`src/pmx_pkg.sv`:
```
// Purpose: Shared constants and carrier types for the port A/B pin-function mux
// Assumes: Pin vector packs first port lines 10..0 at 10..0, second port 27..31 at 11..15
// Notes:   Select codes are Gray along GPIO, ALT1, ALT2, ALT3, ALT4
package pmx_pkg;

   // ==========================================================================
   // Geometry
   localparam int FIRST_W    = 11;
   localparam int SECOND_W   = 5;
   localparam int SECOND_LOW = 27;
   localparam int PIN_W      = FIRST_W + SECOND_W;
   localparam int SEL_W      = 3;
   localparam int CLK_IN_N   = 8;
   localparam int CLK_SEL_W  = 3;
   localparam int SYNC_DEPTH = 2;

   // ==========================================================================
   // Pin indices in the packed pin vector
   localparam int PIN_FIRST_0   = 0;
   localparam int PIN_FIRST_1   = 1;
   localparam int PIN_FIRST_2   = 2;
   localparam int PIN_FIRST_3   = 3;
   localparam int PIN_FIRST_4   = 4;
   localparam int PIN_FIRST_5   = 5;
   localparam int PIN_FIRST_6   = 6;
   localparam int PIN_FIRST_7   = 7;
   localparam int PIN_FIRST_8   = 8;
   localparam int PIN_FIRST_9   = 9;
   localparam int PIN_FIRST_10  = 10;
   localparam int PIN_SECOND_27 = 11;
   localparam int PIN_SECOND_28 = 12;
   localparam int PIN_SECOND_29 = 13;
   localparam int PIN_SECOND_30 = 14;
   localparam int PIN_SECOND_31 = 15;

   // ==========================================================================
   // Reset values and capability masks
   localparam logic [PIN_W-1:0] OD_CAPABLE   = 16'hfa00;
   localparam logic [PIN_W-1:0] PIN_OUT_RST  = 16'h0000;
   localparam logic [PIN_W-1:0] PIN_OE_N_RST = 16'hffff;
   localparam logic [PIN_W-1:0] PIN_READ_RST = 16'h0000;

   // ==========================================================================
   // Function select codes
   typedef enum logic [SEL_W-1:0] {
      PMX_FN_GPIO = 3'h0,
      PMX_FN_ALT1 = 3'h1,
      PMX_FN_ALT2 = 3'h3,
      PMX_FN_ALT3 = 3'h2,
      PMX_FN_ALT4 = 3'h6
   } pmx_func_e;

   // ==========================================================================
   // Peripheral to pin
   typedef struct packed {
      logic       tdm_a_tx_data;
      logic [3:0] timer_output;
      logic [3:0] baud_gen_out;
      logic       spi_master_mode;
      logic       spi_serial_clock_pin;
      logic       spi_master_out_pin;
      logic       spi_master_in_pin;
      logic       cam_frame_start_chan_two;
      logic       two_wire_data_pin;
      logic       two_wire_data_drive;
   } pmx_periph_out_s;

   // Pin to peripheral
   typedef struct packed {
      logic                tdm_a_rx_data;
      logic                tdm_b_rx_data;
      logic [CLK_IN_N-1:0] serial_clock_in;
      logic [3:0]          timer_ext_clock;
      logic                tdm_a_rx_clock;
      logic                tdm_a_tx_clock;
      logic                tdm_b_rx_clock;
      logic                tdm_b_tx_clock;
      logic [1:0]          baud_gen_ext_clock;
      logic                spi_slave_select_in;
      logic                spi_serial_clock_pin;
      logic                spi_master_out_pin;
      logic                spi_master_in_pin;
      logic                cam_reject_chan_one;
      logic                two_wire_data_pin;
   } pmx_periph_in_s;

endpackage

```
`src/pmx_sync.sv`:
```
// Purpose: Two-flop synchroniser for a vector of pin levels
// Assumes: Inputs are asynchronous to clk_i
// Notes:   First stage feeds only the second stage
`timescale 1ns/1ps
`default_nettype none

module pmx_sync
   import pmx_pkg::*;
#(
   parameter int WIDTH = PIN_W
) (
   input  wire logic             clk_i,
   input  wire logic             reset_i,
   input  wire logic [WIDTH-1:0] async_i,
   output var  logic [WIDTH-1:0] sync_o
);

   typedef struct packed {
      logic [WIDTH-1:0] meta;
      logic [WIDTH-1:0] stable;
   } pmx_sync_s;

   pmx_sync_s state;
   pmx_sync_s next_state;

   initial begin
      if (WIDTH < 1) $error("pmx_sync: WIDTH must be at least 1");
   end

   // ==========================================================================
   // Stage update
   always_comb begin
      next_state.meta   = async_i;
      next_state.stable = state.meta;
   end

   always_ff @(posedge clk_i or posedge reset_i) begin
      if (reset_i) begin
         state <= '0;
      end else begin
         state <= next_state;
      end
   end

   assign sync_o = state.stable;

endmodule

`default_nettype wire

```
`src/pmx_pin_mux.sv`:
```
// Purpose: Pin-function mux for first port lines 10..0 and second port lines 31..27
// Assumes: Select, direction, data and open-drain ports come from clk_i-domain logic
// Notes:   Pin inputs are synchronised; pin drive and peripheral inputs are registered
//
// Notes on behaviour
// RQ1 - First port line 10: GPIO or TDM port B receive data input.
// RQ2 - First port line 9: GPIO or TDM port A transmit data, open-drain optional.
// RQ3 - First port line 8: GPIO or TDM port A receive data input.
// RQ4 - Line 7: GPIO, clock in 1, timer 1 clock, TDM A rx clock, baud 1 out.
// RQ5 - Line 6: GPIO, clock in 2, timer 1 output, baud external clock one.
// RQ6 - Line 5: GPIO, clock in 3, timer 2 clock, TDM A tx clock, baud 2 out.
// RQ7 - Line 4: GPIO, clock in 4, timer 2 output; high impedance during reset.
// RQ8 - Line 3: GPIO, clock in 5, timer 3 clock, baud 3 output.
// RQ9 - Line 2: GPIO, clock in 6, timer 3 out, TDM B rx clock, baud clock two.
// RQ10 - Line 1: GPIO, clock in 7, timer 4 clock, baud 4 output.
// RQ11 - Line 0: GPIO, clock in 8, timer 4 output, TDM B tx clock.
// RQ12 - Eight clock inputs each routable to serial comm and mgmt channels.
// RQ13 - Second port 31: GPIO, SPI slave select, CAM reject one; open-drain optional.
// RQ14 - Line 30: SPI clock out as master, in as slave, or CAM frame start two.
// RQ15 - Line 29: SPI master-out drives as master, samples as slave.
// RQ16 - Line 28: SPI master-in samples as master, drives as slave, or baud 4.
// RQ17 - Line 27: GPIO, two-wire data, baud 1 out; high impedance in reset.
// RQ18 - Per-pin function select and per-pin open-drain enable where supported.
// RQ19 - After reset every pin is a GPIO input with its driver off.
`timescale 1ns/1ps
`default_nettype none

module pmx_pin_mux
   import pmx_pkg::*;
#(
   parameter int NUM_SCC = 2,
   parameter int NUM_SMC = 2
) (
   input  wire logic                                clk_i,
   input  wire logic                                reset_i,
   input  wire logic [FIRST_W-1:0]                  first_gp_port_in_i,
   output var  logic [FIRST_W-1:0]                  first_gp_port_out_o,
   output var  logic [FIRST_W-1:0]                  first_gp_port_oe_n_o,
   input  wire logic [SECOND_W-1:0]                 second_gp_port_in_i,
   output var  logic [SECOND_W-1:0]                 second_gp_port_out_o,
   output var  logic [SECOND_W-1:0]                 second_gp_port_oe_n_o,
   input  wire logic [FIRST_W-1:0][SEL_W-1:0]       first_sel_i,
   input  wire logic [SECOND_W-1:0][SEL_W-1:0]      second_sel_i,
   input  wire logic [FIRST_W-1:0]                  first_dir_i,
   input  wire logic [SECOND_W-1:0]                 second_dir_i,
   input  wire logic [FIRST_W-1:0]                  first_data_i,
   input  wire logic [SECOND_W-1:0]                 second_data_i,
   input  wire logic [FIRST_W-1:0]                  first_od_en_i,
   input  wire logic [SECOND_W-1:0]                 second_od_en_i,
   output var  logic [FIRST_W-1:0]                  first_read_o,
   output var  logic [SECOND_W-1:0]                 second_read_o,
   input  wire pmx_periph_out_s                     periph_out_i,
   output var  pmx_periph_in_s                      periph_in_o,
   input  wire logic [NUM_SCC-1:0][CLK_SEL_W-1:0]   scc_clk_sel_i,
   input  wire logic [NUM_SMC-1:0][CLK_SEL_W-1:0]   smc_clk_sel_i,
   output var  logic [NUM_SCC-1:0]                  scc_clock_o,
   output var  logic [NUM_SMC-1:0]                  smc_clock_o
);

   // ==========================================================================
   // State
   typedef struct packed {
      logic [PIN_W-1:0]   pin_out;
      logic [PIN_W-1:0]   pin_oe_n;
      logic [PIN_W-1:0]   pin_read;
      pmx_periph_in_s     periph;
      logic [NUM_SCC-1:0] scc_clock;
      logic [NUM_SMC-1:0] smc_clock;
   } pmx_state_s;

   pmx_state_s       state;
   pmx_state_s       next_state;
   logic [PIN_W-1:0] pin_sync;

   initial begin
      if (NUM_SCC < 1 || NUM_SCC > 4) $error("pmx_pin_mux: NUM_SCC out of range");
      if (NUM_SMC < 1 || NUM_SMC > 2) $error("pmx_pin_mux: NUM_SMC out of range");
   end

   function automatic logic is_fn(input logic [SEL_W-1:0] sel, input pmx_func_e fn);
      return sel == fn;
   endfunction

   // ==========================================================================
   // Pin input synchroniser
   pmx_sync #(
      .WIDTH   (PIN_W)
   ) u_sync (
      .clk_i   (clk_i),
      .reset_i (reset_i),
      .async_i ({second_gp_port_in_i, first_gp_port_in_i}),
      .sync_o  (pin_sync)
   );

   // ==========================================================================
   // Mux
   always_comb begin
      logic [PIN_W-1:0][SEL_W-1:0] sel;
      logic [PIN_W-1:0]            dir;
      logic [PIN_W-1:0]            gdat;
      logic [PIN_W-1:0]            od_en;
      logic [PIN_W-1:0]            drv;
      logic [PIN_W-1:0]            val;
      logic [PIN_W-1:0]            f1;
      logic [PIN_W-1:0]            f2;
      logic [PIN_W-1:0]            f3;
      logic [PIN_W-1:0]            f4;
      pmx_periph_out_s             po;
      pmx_periph_in_s              pi;
      logic [PIN_W-1:0]            p;
      sel   = {second_sel_i, first_sel_i};
      dir   = {second_dir_i, first_dir_i};
      gdat  = {second_data_i, first_data_i};
      od_en = {second_od_en_i, first_od_en_i};
      po    = periph_out_i;
      p     = pin_sync;
      drv   = '0;
      val   = '0;
      pi    = '0;

      // Function decode and GPIO use on every pin
      for (int i = 0; i < PIN_W; i++) begin
         f1[i] = is_fn(sel[i], PMX_FN_ALT1);
         f2[i] = is_fn(sel[i], PMX_FN_ALT2);
         f3[i] = is_fn(sel[i], PMX_FN_ALT3);
         f4[i] = is_fn(sel[i], PMX_FN_ALT4);
         if (is_fn(sel[i], PMX_FN_GPIO)) begin
            drv[i] = dir[i]; // RQ18
            val[i] = gdat[i];
         end
      end

      // First port line 10
      pi.tdm_b_rx_data = f1[PIN_FIRST_10] & p[PIN_FIRST_10]; // RQ1

      // First port line 9
      if (f1[PIN_FIRST_9]) begin
         drv[PIN_FIRST_9] = 1'b1; // RQ2
         val[PIN_FIRST_9] = po.tdm_a_tx_data;
      end

      // First port line 8
      pi.tdm_a_rx_data = f1[PIN_FIRST_8] & p[PIN_FIRST_8]; // RQ3

      // Clock input alternates on first port lines 7..0
      for (int i = 0; i < CLK_IN_N; i++) begin
         pi.serial_clock_in[i] = f1[7-i] & p[7-i]; // RQ12
      end

      // First port line 7
      pi.timer_ext_clock[0] = f2[PIN_FIRST_7] & p[PIN_FIRST_7]; // RQ4
      pi.tdm_a_rx_clock     = f3[PIN_FIRST_7] & p[PIN_FIRST_7]; // RQ4
      if (f4[PIN_FIRST_7]) begin
         drv[PIN_FIRST_7] = 1'b1; // RQ4
         val[PIN_FIRST_7] = po.baud_gen_out[0];
      end

      // First port line 6
      if (f2[PIN_FIRST_6]) begin
         drv[PIN_FIRST_6] = 1'b1; // RQ5
         val[PIN_FIRST_6] = po.timer_output[0];
      end
      pi.baud_gen_ext_clock[0] = f3[PIN_FIRST_6] & p[PIN_FIRST_6]; // RQ5

      // First port line 5
      pi.timer_ext_clock[1] = f2[PIN_FIRST_5] & p[PIN_FIRST_5]; // RQ6
      pi.tdm_a_tx_clock     = f3[PIN_FIRST_5] & p[PIN_FIRST_5]; // RQ6
      if (f4[PIN_FIRST_5]) begin
         drv[PIN_FIRST_5] = 1'b1; // RQ6
         val[PIN_FIRST_5] = po.baud_gen_out[1];
      end

      // First port line 4
      if (f2[PIN_FIRST_4]) begin
         drv[PIN_FIRST_4] = 1'b1; // RQ7
         val[PIN_FIRST_4] = po.timer_output[1];
      end

      // First port line 3
      pi.timer_ext_clock[2] = f2[PIN_FIRST_3] & p[PIN_FIRST_3]; // RQ8
      if (f3[PIN_FIRST_3]) begin
         drv[PIN_FIRST_3] = 1'b1; // RQ8
         val[PIN_FIRST_3] = po.baud_gen_out[2];
      end

      // First port line 2
      if (f2[PIN_FIRST_2]) begin
         drv[PIN_FIRST_2] = 1'b1; // RQ9
         val[PIN_FIRST_2] = po.timer_output[2];
      end
      pi.tdm_b_rx_clock        = f3[PIN_FIRST_2] & p[PIN_FIRST_2]; // RQ9
      pi.baud_gen_ext_clock[1] = f4[PIN_FIRST_2] & p[PIN_FIRST_2]; // RQ9

      // First port line 1
      pi.timer_ext_clock[3] = f2[PIN_FIRST_1] & p[PIN_FIRST_1]; // RQ10
      if (f3[PIN_FIRST_1]) begin
         drv[PIN_FIRST_1] = 1'b1; // RQ10
         val[PIN_FIRST_1] = po.baud_gen_out[3];
      end

      // First port line 0
      if (f2[PIN_FIRST_0]) begin
         drv[PIN_FIRST_0] = 1'b1; // RQ11
         val[PIN_FIRST_0] = po.timer_output[3];
      end
      pi.tdm_b_tx_clock = f3[PIN_FIRST_0] & p[PIN_FIRST_0]; // RQ11

      // Second port line 31
      pi.spi_slave_select_in = f1[PIN_SECOND_31] & p[PIN_SECOND_31]; // RQ13
      pi.cam_reject_chan_one = f2[PIN_SECOND_31] & p[PIN_SECOND_31]; // RQ13

      // Second port line 30
      if (f1[PIN_SECOND_30]) begin
         drv[PIN_SECOND_30] = po.spi_master_mode; // RQ14
         val[PIN_SECOND_30] = po.spi_serial_clock_pin;
         pi.spi_serial_clock_pin = ~po.spi_master_mode & p[PIN_SECOND_30]; // RQ14
      end
      if (f2[PIN_SECOND_30]) begin
         drv[PIN_SECOND_30] = 1'b1; // RQ14
         val[PIN_SECOND_30] = po.cam_frame_start_chan_two;
      end

      // Second port line 29
      if (f1[PIN_SECOND_29]) begin
         drv[PIN_SECOND_29] = po.spi_master_mode; // RQ15
         val[PIN_SECOND_29] = po.spi_master_out_pin;
         pi.spi_master_out_pin = ~po.spi_master_mode & p[PIN_SECOND_29]; // RQ15
      end

      // Second port line 28
      if (f1[PIN_SECOND_28]) begin
         drv[PIN_SECOND_28] = ~po.spi_master_mode; // RQ16
         val[PIN_SECOND_28] = po.spi_master_in_pin;
         pi.spi_master_in_pin = po.spi_master_mode & p[PIN_SECOND_28]; // RQ16
      end
      if (f2[PIN_SECOND_28]) begin
         drv[PIN_SECOND_28] = 1'b1; // RQ16
         val[PIN_SECOND_28] = po.baud_gen_out[3];
      end

      // Second port line 27
      if (f1[PIN_SECOND_27]) begin
         drv[PIN_SECOND_27] = po.two_wire_data_drive; // RQ17
         val[PIN_SECOND_27] = po.two_wire_data_pin;
         pi.two_wire_data_pin = p[PIN_SECOND_27]; // RQ17
      end
      if (f2[PIN_SECOND_27]) begin
         drv[PIN_SECOND_27] = 1'b1; // RQ17
         val[PIN_SECOND_27] = po.baud_gen_out[0];
      end

      // Open-drain and pin registers; an illegal code sets no driver
      for (int i = 0; i < PIN_W; i++) begin
         if (OD_CAPABLE[i] && od_en[i]) begin
            drv[i] = drv[i] & ~val[i]; // RQ18
            val[i] = 1'b0;
         end
         next_state.pin_oe_n[i] = ~drv[i];
         next_state.pin_out[i]  = drv[i] & val[i];
      end
      next_state.pin_read = p;
      next_state.periph   = pi;

      // Clock routing to channels
      for (int c = 0; c < NUM_SCC; c++) begin
         next_state.scc_clock[c] = pi.serial_clock_in[scc_clk_sel_i[c]]; // RQ12
      end
      for (int c = 0; c < NUM_SMC; c++) begin
         next_state.smc_clock[c] = pi.serial_clock_in[smc_clk_sel_i[c]]; // RQ12
      end
   end

   // ==========================================================================
   // Registers
   always_ff @(posedge clk_i or posedge reset_i) begin
      if (reset_i) begin
         state.pin_out   <= PIN_OUT_RST;
         state.pin_oe_n  <= PIN_OE_N_RST; // RQ7 RQ17 RQ19
         state.pin_read  <= PIN_READ_RST;
         state.periph    <= '0;
         state.scc_clock <= '0;
         state.smc_clock <= '0;
      end else begin
         state <= next_state;
      end
   end

   // ==========================================================================
   // Outputs
   assign first_gp_port_out_o   = state.pin_out[FIRST_W-1:0];
   assign first_gp_port_oe_n_o  = state.pin_oe_n[FIRST_W-1:0];
   assign second_gp_port_out_o  = state.pin_out[PIN_W-1:FIRST_W];
   assign second_gp_port_oe_n_o = state.pin_oe_n[PIN_W-1:FIRST_W];
   assign first_read_o          = state.pin_read[FIRST_W-1:0];
   assign second_read_o         = state.pin_read[PIN_W-1:FIRST_W];
   assign periph_in_o           = state.periph;
   assign scc_clock_o           = state.scc_clock;
   assign smc_clock_o           = state.smc_clock;

endmodule

`default_nettype wire

```
`config.mk`:
```
export PLATFORM = sky130hd
export DESIGN_NAME = pmx_pin_mux
export DESIGN_NICKNAME = d
export VERILOG_FILES = /design/src/pmx_pkg.sv /design/src/pmx_sync.sv /design/src/pmx_pin_mux.sv
export SDC_FILE = /design/constraint.sdc
export NUM_CORES = 1
export LEC_CHECK = 0
export BUFFER_PORTS_ARGS = -buffer_cell sky130_fd_sc_hd__buf_4
export CAP_MARGIN = 25
export CORE_MARGIN = 4
export CORE_UTILIZATION = 44
export DETAILED_ROUTE_END_ITERATION = 12
export PLACE_DENSITY = 0.79
export SYNTH_ARGS = -nofsm -noshare
export SYNTH_HDL_FRONTEND = slang
export SYNTH_SLANG_ARGS = --single-unit
```
`constraint.sdc`:
```
create_clock -name clk_i -period 4.9 [get_ports clk_i]
set_input_delay 0.98 -clock clk_i [delete_from_list [all_inputs] [get_ports clk_i]]
set_output_delay 0.98 -clock clk_i [all_outputs]
set_load 0.01 [all_outputs]
```
==> impl_metrics.ini, run 1 <==
[global_routing]
grt-ovfl-total = 0
grt_pass1_vias = 2979
antenna_found_initial = 0
grt_usage_pct = 17.4
grt_pass1_wl_mm = 14.0
grt_max_degree = 85

[placement]
dpl_cell_area_um2 = 5680
io_buffers = 209
pre_cts_slack_ns = 2.60
place.gp.congestion = 0.763
dp_hpwl_mm = 7.58

[floorplanning]
core_area_um2 = 8760
num_rows = 34
ioPinCount = 220
die_x_um = 103
start_util_pct = 45.3
die-area_um2 = 10600
die-height_um = 103

[pwr]
p_sw_share_pct = 23.4
p_clk_share_pct = 31.0
ir_drop_mv = 0.163
combPwrFrac_pct = 13.1
power.internal_mw = 1.32
p_total_mw = 1.72
share_seq_of_total_power_pct = 55.9
power_switching_mw = 0.403
leakage_nw = 2.96
powerDensity_nw_per_um2 = 291

[sta]
finalWorstSetupSlack_ns = 2.92
slew_violations = 0
worstMarginPinSlew_ns = 0.353
min_period_over_period_pct = 40.3
rsz0062_at_grt = false
slew_headroom_pct = 76.5
fin_crit_ns = 1.98
timing.final.hold_violations = 0
fin_worst_skew_ns = 0.0124
finalSetupTns_ns = 0
setup_viol = 0
fmax_ghz = 0.506

[critical_path]
crit_buf_inv = 1
start_kind = flip-flop
regToRegStartpoint = u_sync.sync_o[6]$_DFF_PP0_
worst-r2r-setup-slack_ns = 3.50
crit_path_start = first_gp_port_oe_n_o[4]$_DFF_PP1_
r2r_end = scc_clock_o[0]$_DFF_PP0_
crit_family = flip-flops
crit_path_end = first_gp_port_oe_n_o[4]
slowest_delay_ns = 0.53
critPathSlowestCell = dfstp_2
crit_type = reg2out
worstRegToRegCells = 3
crit_cells = 1
arrival_ns = 1.00
cp_cell_sequence = buf_4
critical_path_peak_fanout = 1
required_ns = 3.92
cp-end-kind = output pin

[synth]
netlist_area_um2 = 3970
syn_area_per_cell_um2 = 15.0
ys_warn_count = 0
synth_compound_area_share_pct = 4.35
synth-xor-area-share_pct = 0
synth-seq-cells = 110
synth_nets = 406
netlist_instances = 264
seq_area_frac_synth_pct = 69.8
synth_top_family_by_area = simple AND/OR/NAND/NOR gates
synth_cell_types = 36
synthSimpleGateAreaFrac_pct = 17.4
synthMuxAreaShare_pct = 7.15
synth_fa_ha_area_share_pct = 0

[clock_tree]
numCtsBuffers = 9
cts_max_path_buffers = 2
cts_resized = 0
clkSinkCount = 110
tritoncts = built
clock_latency_ns = 0.35
h-tree-depth = 3
post_cts.repair.setup_buffers = 0
cts_root_buf = clkbuf_8
path_clk_slew_ns = 0.10
hold_buffers = 0

[route]
drc = 0
first_pass_iters = 4
drtAntennaViolNets = 0
routed_wl_mm = 9.46
drt-initial-drc-count = 59
wire_per_inst_um = 15.8
vias = 2939
viasPerCell = 4.91

[final_layout]
diodes = 0
design_area_um2 = 5910
syn_to_final_growth_pct = 48.8
fill_cells = 683
drive_gt1_share_pct = 53.2
nNetsFinal = 628

[hold_path]
min_path_type = reg2reg

[status]
status = finished, final reports clean

[run]
cap_viol_max_count = 0
stage by stage:
| stage | hold slack, ns | instances | utilization, % |
|---|---|---|---|
| finish | 0.353 | 599 | 67.4 |
| global route | 0.360 | 599 | 67.4 |
| floorplan | 0.331 | 264 | - |
| global placement | 0.332 | 582 | 64.9 |
| detailed placement | 0.335 | 582 | 64.9 |
| CTS | 0.357 | 598 | 67.1 |
registers in the layout (all words and copies together) (netlist names):
register / count
first_gp_port_oe_n_o: 11
first_gp_port_out_o: 11
first_read_o: 11
periph_in_o: 26
scc_clock_o: 2
second_gp_port_oe_n_o: 5
second_gp_port_out_o: 5
second_read_o: 5
smc_clock_o: 2
u_sync.next_state: 16
u_sync.sync_o: 16
cell type report:
class                   count  area [um^2]  share of cell area (%)
flip-flops and latches    110         2770                    46.9
repair buffers            211         1600                    27.1
multi-input cells         141         1150                    19.4
well taps                 108          135                    2.29
clock buffers               9          124                    2.10
clock inverters             7         72.6                    1.23
inverters                  13         51.3                   0.868
cells in the mapped netlist:
| cell type | number | area (um^2) |
|---|---|---|
| nand4bb_1 | 4 | 45.0 |
| o21a_1 | 2 | 15.0 |
| o31ai_1 | 2 | 15.0 |
| a21oi_1 | 8 | 40.0 |
| and2_1 | 2 | 12.5 |
| a21o_1 | 2 | 15.0 |
| and3_1 | 4 | 25.0 |
| nand3_1 | 9 | 45.0 |
| a31oi_1 | 5 | 31.3 |
| o21ai_1 | 1 | 5.00 |
| nand2_1 | 13 | 48.8 |
| or2_1 | 5 | 31.3 |
| dfstp_2 | 16 | 420 |
| and4bb_2 | 2 | 25.0 |
| a211o_1 | 1 | 8.76 |
| nor2_1 | 19 | 71.3 |
| nand4bb_4 | 4 | 110 |
| mux2_2 | 1 | 11.3 |
| nor4b_1 | 2 | 17.5 |
| nor2b_1 | 2 | 12.5 |
| mux4_2 | 8 | 180 |
| nand3b_1 | 2 | 15.0 |
| nor3b_1 | 7 | 52.6 |
| or3b_1 | 2 | 17.5 |
| mux2_1 | 2 | 22.5 |
| nand2b_1 | 1 | 6.26 |
| inv_1 | 13 | 48.8 |
| dfrtp_1 | 94 | 2350 |
| nor4bb_1 | 7 | 70.1 |
| nor4b_2 | 2 | 30.0 |
| o21ai_0 | 7 | 35.0 |
| nor4_1 | 1 | 6.26 |
| and4b_1 | 4 | 40.0 |
| a22oi_1 | 1 | 7.51 |
| mux2i_1 | 7 | 70.1 |
| nor3_1 | 2 | 10.0 |
power groups by stage:
stage                     combinational, mW  sequential [mW]  clock (mW)
final                                 0.225            0.962       0.533
after global routing                  0.245            0.967       0.588
after CTS                             0.225            0.963       0.550
after detailed placement              0.225            0.980           0
after global placement                0.218            0.978           0
after floorplan                      0.0602            0.990           0
metal layers:
layer	up-vias	GRT usage [%]	part of all wire, %
li1	1386	-	-
met2	124	32.6	54
met4	0	5.08	0.91
met3	11	5.14	10
met1	1418	18.9	35
met5	-	0	0
placed cells by master (no fill, tap or decap), types with 2 or more instances in the layout:
| master | n |
|---|---|
| a21o_1 | 2 |
| and3_1 | 4 |
| a31oi_1 | 5 |
| and4b_1 | 4 |
| a21oi_1 | 8 |
| dfrtp_1 | 94 |
| nor3b_1 | 7 |
| mux4_2 | 8 |
| nor3_1 | 2 |
| o31ai_1 | 2 |
| buf_4 | 210 |
| inv_1 | 12 |
| nor4b_2 | 2 |
| nand2_1 | 13 |
| mux2_1 | 2 |
| nor2_1 | 19 |
| mux2i_1 | 7 |
| o21a_1 | 2 |
| clkinv_2 | 2 |
| and2_1 | 2 |
| nor2b_1 | 2 |
| nand3_1 | 9 |
| nand3b_1 | 2 |
| nor4bb_1 | 7 |
| and4bb_2 | 2 |
| nand4bb_4 | 4 |
| clkinvlp_4 | 2 |
| or3b_1 | 2 |
| clkbuf_8 | 9 |
| nor4b_1 | 2 |
| nand4bb_1 | 4 |
| o21ai_0 | 7 |
| dfstp_2 | 16 |
| or2_1 | 5 |
worst register-to-register path, stage by stage, from the launching register on:
cell	delay, ns
dfrtp_1	0.37
nand4bb_1	0.26
mux4_2	0.53
mux2i_1	0.15
how the worst min path moves through the flow:
stage	startpoint	end	slack, ns	cells after the start
5_1_grt	u_sync.next_state[7]$_DFF_PP0_	u_sync.sync_o[7]$_DFF_PP0_	0.36	0
4_1_cts	u_sync.next_state[15]$_DFF_PP0_	u_sync.sync_o[15]$_DFF_PP0_	0.36	0
3_3_place_gp	u_sync.next_state[15]$_DFF_PP0_	u_sync.sync_o[15]$_DFF_PP0_	0.33	0
6_report	u_sync.next_state[15]$_DFF_PP0_	u_sync.sync_o[15]$_DFF_PP0_	0.35	0
2_1_floorplan	u_sync.sync_o[9]$_DFF_PP0_	first_read_o[9]$_DFF_PP0_	0.33	0
3_5_place_dp	u_sync.next_state[7]$_DFF_PP0_	u_sync.sync_o[7]$_DFF_PP0_	0.33	0
cells by family after synthesis:
family,count (synthesis)
muxes,18
AOI/OAI and AO/OA,29
and+or+nand+nor,94
DFF,110
buffers and inverters,13
No activity file was read; power rests on OpenSTA's default activity.
==> run 2, diff against run 1 <==
--- a/config.mk
+++ b/config.mk
@@ -5,12 +5,13 @@
 export SDC_FILE = /design/constraint.sdc
 export NUM_CORES = 1
 export LEC_CHECK = 0
+export ABC_AREA = 1
 export BUFFER_PORTS_ARGS = -buffer_cell sky130_fd_sc_hd__buf_4
 export CAP_MARGIN = 25
 export CORE_MARGIN = 4
-export CORE_UTILIZATION = 44
+export CORE_UTILIZATION = 45
 export DETAILED_ROUTE_END_ITERATION = 12
-export PLACE_DENSITY = 0.79
+export PLACE_DENSITY = 0.8
 export SYNTH_ARGS = -nofsm -noshare
 export SYNTH_HDL_FRONTEND = slang
 export SYNTH_SLANG_ARGS = --single-unit
==> constraint.sdc (replaced) <==
create_clock -name clk_i -period 1.9 [get_ports clk_i]
set_input_delay 0.38 -clock clk_i [delete_from_list [all_inputs] [get_ports clk_i]]
set_output_delay 0.38 -clock clk_i [all_outputs]
set_load 0.01 [all_outputs]
==> run 2 against run 1 <==
Against the previous run:
- largest cell class unchanged
- sequential power increased to 2.6 times the previous value
- critical path depth unchanged
- highest routed layer unchanged
- final cell count grew 23%
- sequential cell count is the same
==> impl_metrics.ini, run 2 <==
[status]
status = finished, final reports clean

[synth]
netlist_top_cells_count = 94 x dfrtp_1, 75 x inv_1, 65 x nand2_1
ys_warn_count = 0
synthFlopType = dfrtp_1
yosys.area.top_type = dfrtp_1
netlist_area_um2 = 4160
synth_area_leaders = dfrtp_1 57%, dfstp_2 10%, inv_1 6.8%, nand2_1 5.9%, nand3_1 5.1%
async_flop_share_pct = 100
seq_area_frac_synth_pct = 66.7
synth_edf_count = 0
synth_most_common_cell = dfrtp_1
synth-seq-cells = 110
synth.top_cell.area_share_pct = 56.6
synth_cell_types = 32
syn_area_per_cell_um2 = 10.3
netlist_instances = 403
synth_nets = 545

[global_routing]
grt-ovfl-total = 0
antenna_found_initial = 0
grt_usage_pct = 19.7
grt_max_degree = 60
grt_pass1_vias = 3642
grt_pass1_wl_mm = 17.1

[critical_path]
crit_buf_inv = 1
critPathSlowestCell = dfstp_2
r2r_end = smc_clock_o[0]$_DFF_PP0_
start_kind = flip-flop
required_ns = 1.52
worstRegToRegCells = 8
arrival_ns = 1.00
crit_path_start = second_gp_port_oe_n_o[4]$_DFF_PP1_
regToRegStartpoint = u_sync.sync_o[4]$_DFF_PP0_
critical_path_peak_fanout = 1
crit_family = flip-flops
worst-r2r-setup-slack_ns = 0.87
crit_type = reg2out
slowest_delay_ns = 0.53
cp_cell_sequence = buf_4
cp-end-kind = output pin

[route]
dr.max_layer_used = met4
wire_per_inst_um = 14.4
vias = 3587
wl_met3_um = 989
routed_wl_mm = 10.6
met1Wirelength_mm = 3.99
drt-initial-drc-count = 105
first_pass_iters = 4
viasPerCell = 4.86
drtAntennaViolNets = 0
wl_met2_mm = 5.37
drc = 0

[pwr]
powerDensity_nw_per_um2 = 727
leakage_nw = 3.32
ir_drop_mv = 0.391

[final_layout]
design_area_um2 = 6090
nNetsFinal = 767
final_cell_mix = 209 x buf_4, 94 x dfrtp_1, 74 x inv_1
drive_gt1_share_pct = 41.7
diodes = 0
syn_to_final_growth_pct = 46.4
final_util_pct = 68.8
layout_commonest_cell = buf_4
largest_register_ffs = 26

[placement]
pre_cts_slack_ns = 0.650
io_buffers = 209
dpl_cell_area_um2 = 5910
dp_hpwl_mm = 8.51
place.gp.congestion = 0.796

[floorplanning]
die-height_um = 104
die_x_um = 104
core_area_um2 = 8850
die-area_um2 = 10800
start_util_pct = 47.0
ioPinCount = 220
num_rows = 34

[sta]
finalWorstSetupSlack_ns = 0.521
finalSetupTns_ns = 0
slew_violations = 0
fmax_ghz = 0.725
holdWs_ns = 0.118
setup_viol = 0
fin_worst_skew_ns = 0.0114
worstMarginPinSlew_ns = 0.300
min_period_over_period_pct = 72.6
timing.final.hold_violations = 0
slew_headroom_pct = 80.0
rsz0062_at_grt = false
fin_crit_ns = 1.38

[run]
cap_viol_max_count = 0

[clock_tree]
post_cts.repair.setup_buffers = 0
cts_max_path_buffers = 2
clkSinkCount = 110
clock_latency_ns = 0.36
cts_resized = 0
cts_root_buf = clkbuf_8
tritoncts = built
numCtsBuffers = 9
h-tree-depth = 3
hold_buffers = 0
path_clk_slew_ns = 0.11

[hold_path]
min_path_type = in2async
[run 2: cell type report]
class / count / area (um^2)
clock inverter: 5 / 41.3
timing repair buffer: 211 / 1610
clock buffer: 11 / 141
multi-input combinational: 212 / 1080
tap: 108 / 135
fill: 689 / 2760
sequential: 110 / 2770
inverter: 81 / 308
[run 2: routing by layer]
metal / up-vias / GRT usage (%)
met5: - / 0
met4: 0 / 7.98
met2: 175 / 34.8
met1: 1655 / 21.9
met3: 23 / 6.46
li1: 1734 / -
[run 2: how the worst max path moves through the flow]
| stage | slack (ns) | cells past startpoint | endpoint |
|---|---|---|---|
| after floorplan | 0.20 | 1 | first_gp_port_out_o[0]$_DFF_PP0_ |
| after global placement | 0.71 | 8 | scc_clock_o[0]$_DFF_PP0_ |
| after detailed placement | 0.65 | 8 | smc_clock_o[0]$_DFF_PP0_ |
| after CTS | 0.50 | 1 | second_gp_port_oe_n_o[0] |
| after global routing | 0.48 | 1 | first_gp_port_oe_n_o[6] |
| final | 0.52 | 1 | second_gp_port_oe_n_o[4] |
[run 2: power breakdown]
part	internal (mW)	total (mW)	switching, mW
Combinational	0.329	0.637	0.308
Sequential	2.45	2.49	0.0355
Clock	0.526	1.30	0.776
[run 2: tightest hold or removal path, cell delays in order]
cell	delay [ns]
buf_4	0.12
clkinvlp_4	0.10
buf_12	0.26
[run 2: kinds of logic after synthesis]
kind of cell | count (synthesis) | share of synthesized area, %
flops | 110 | 66.7
simple gates | 177 | 20.7
compound gates | 34 | 5.06
buf+inv | 81 | 7.31
mux | 1 | 0.241
[run 2: through the flow]
step	total power, mW	std cells
after floorplan	2.76	403
after global placement	3.15	722
after detailed placement	3.17	722
after CTS	4.46	738
after global routing	4.65	738
final	4.43	738
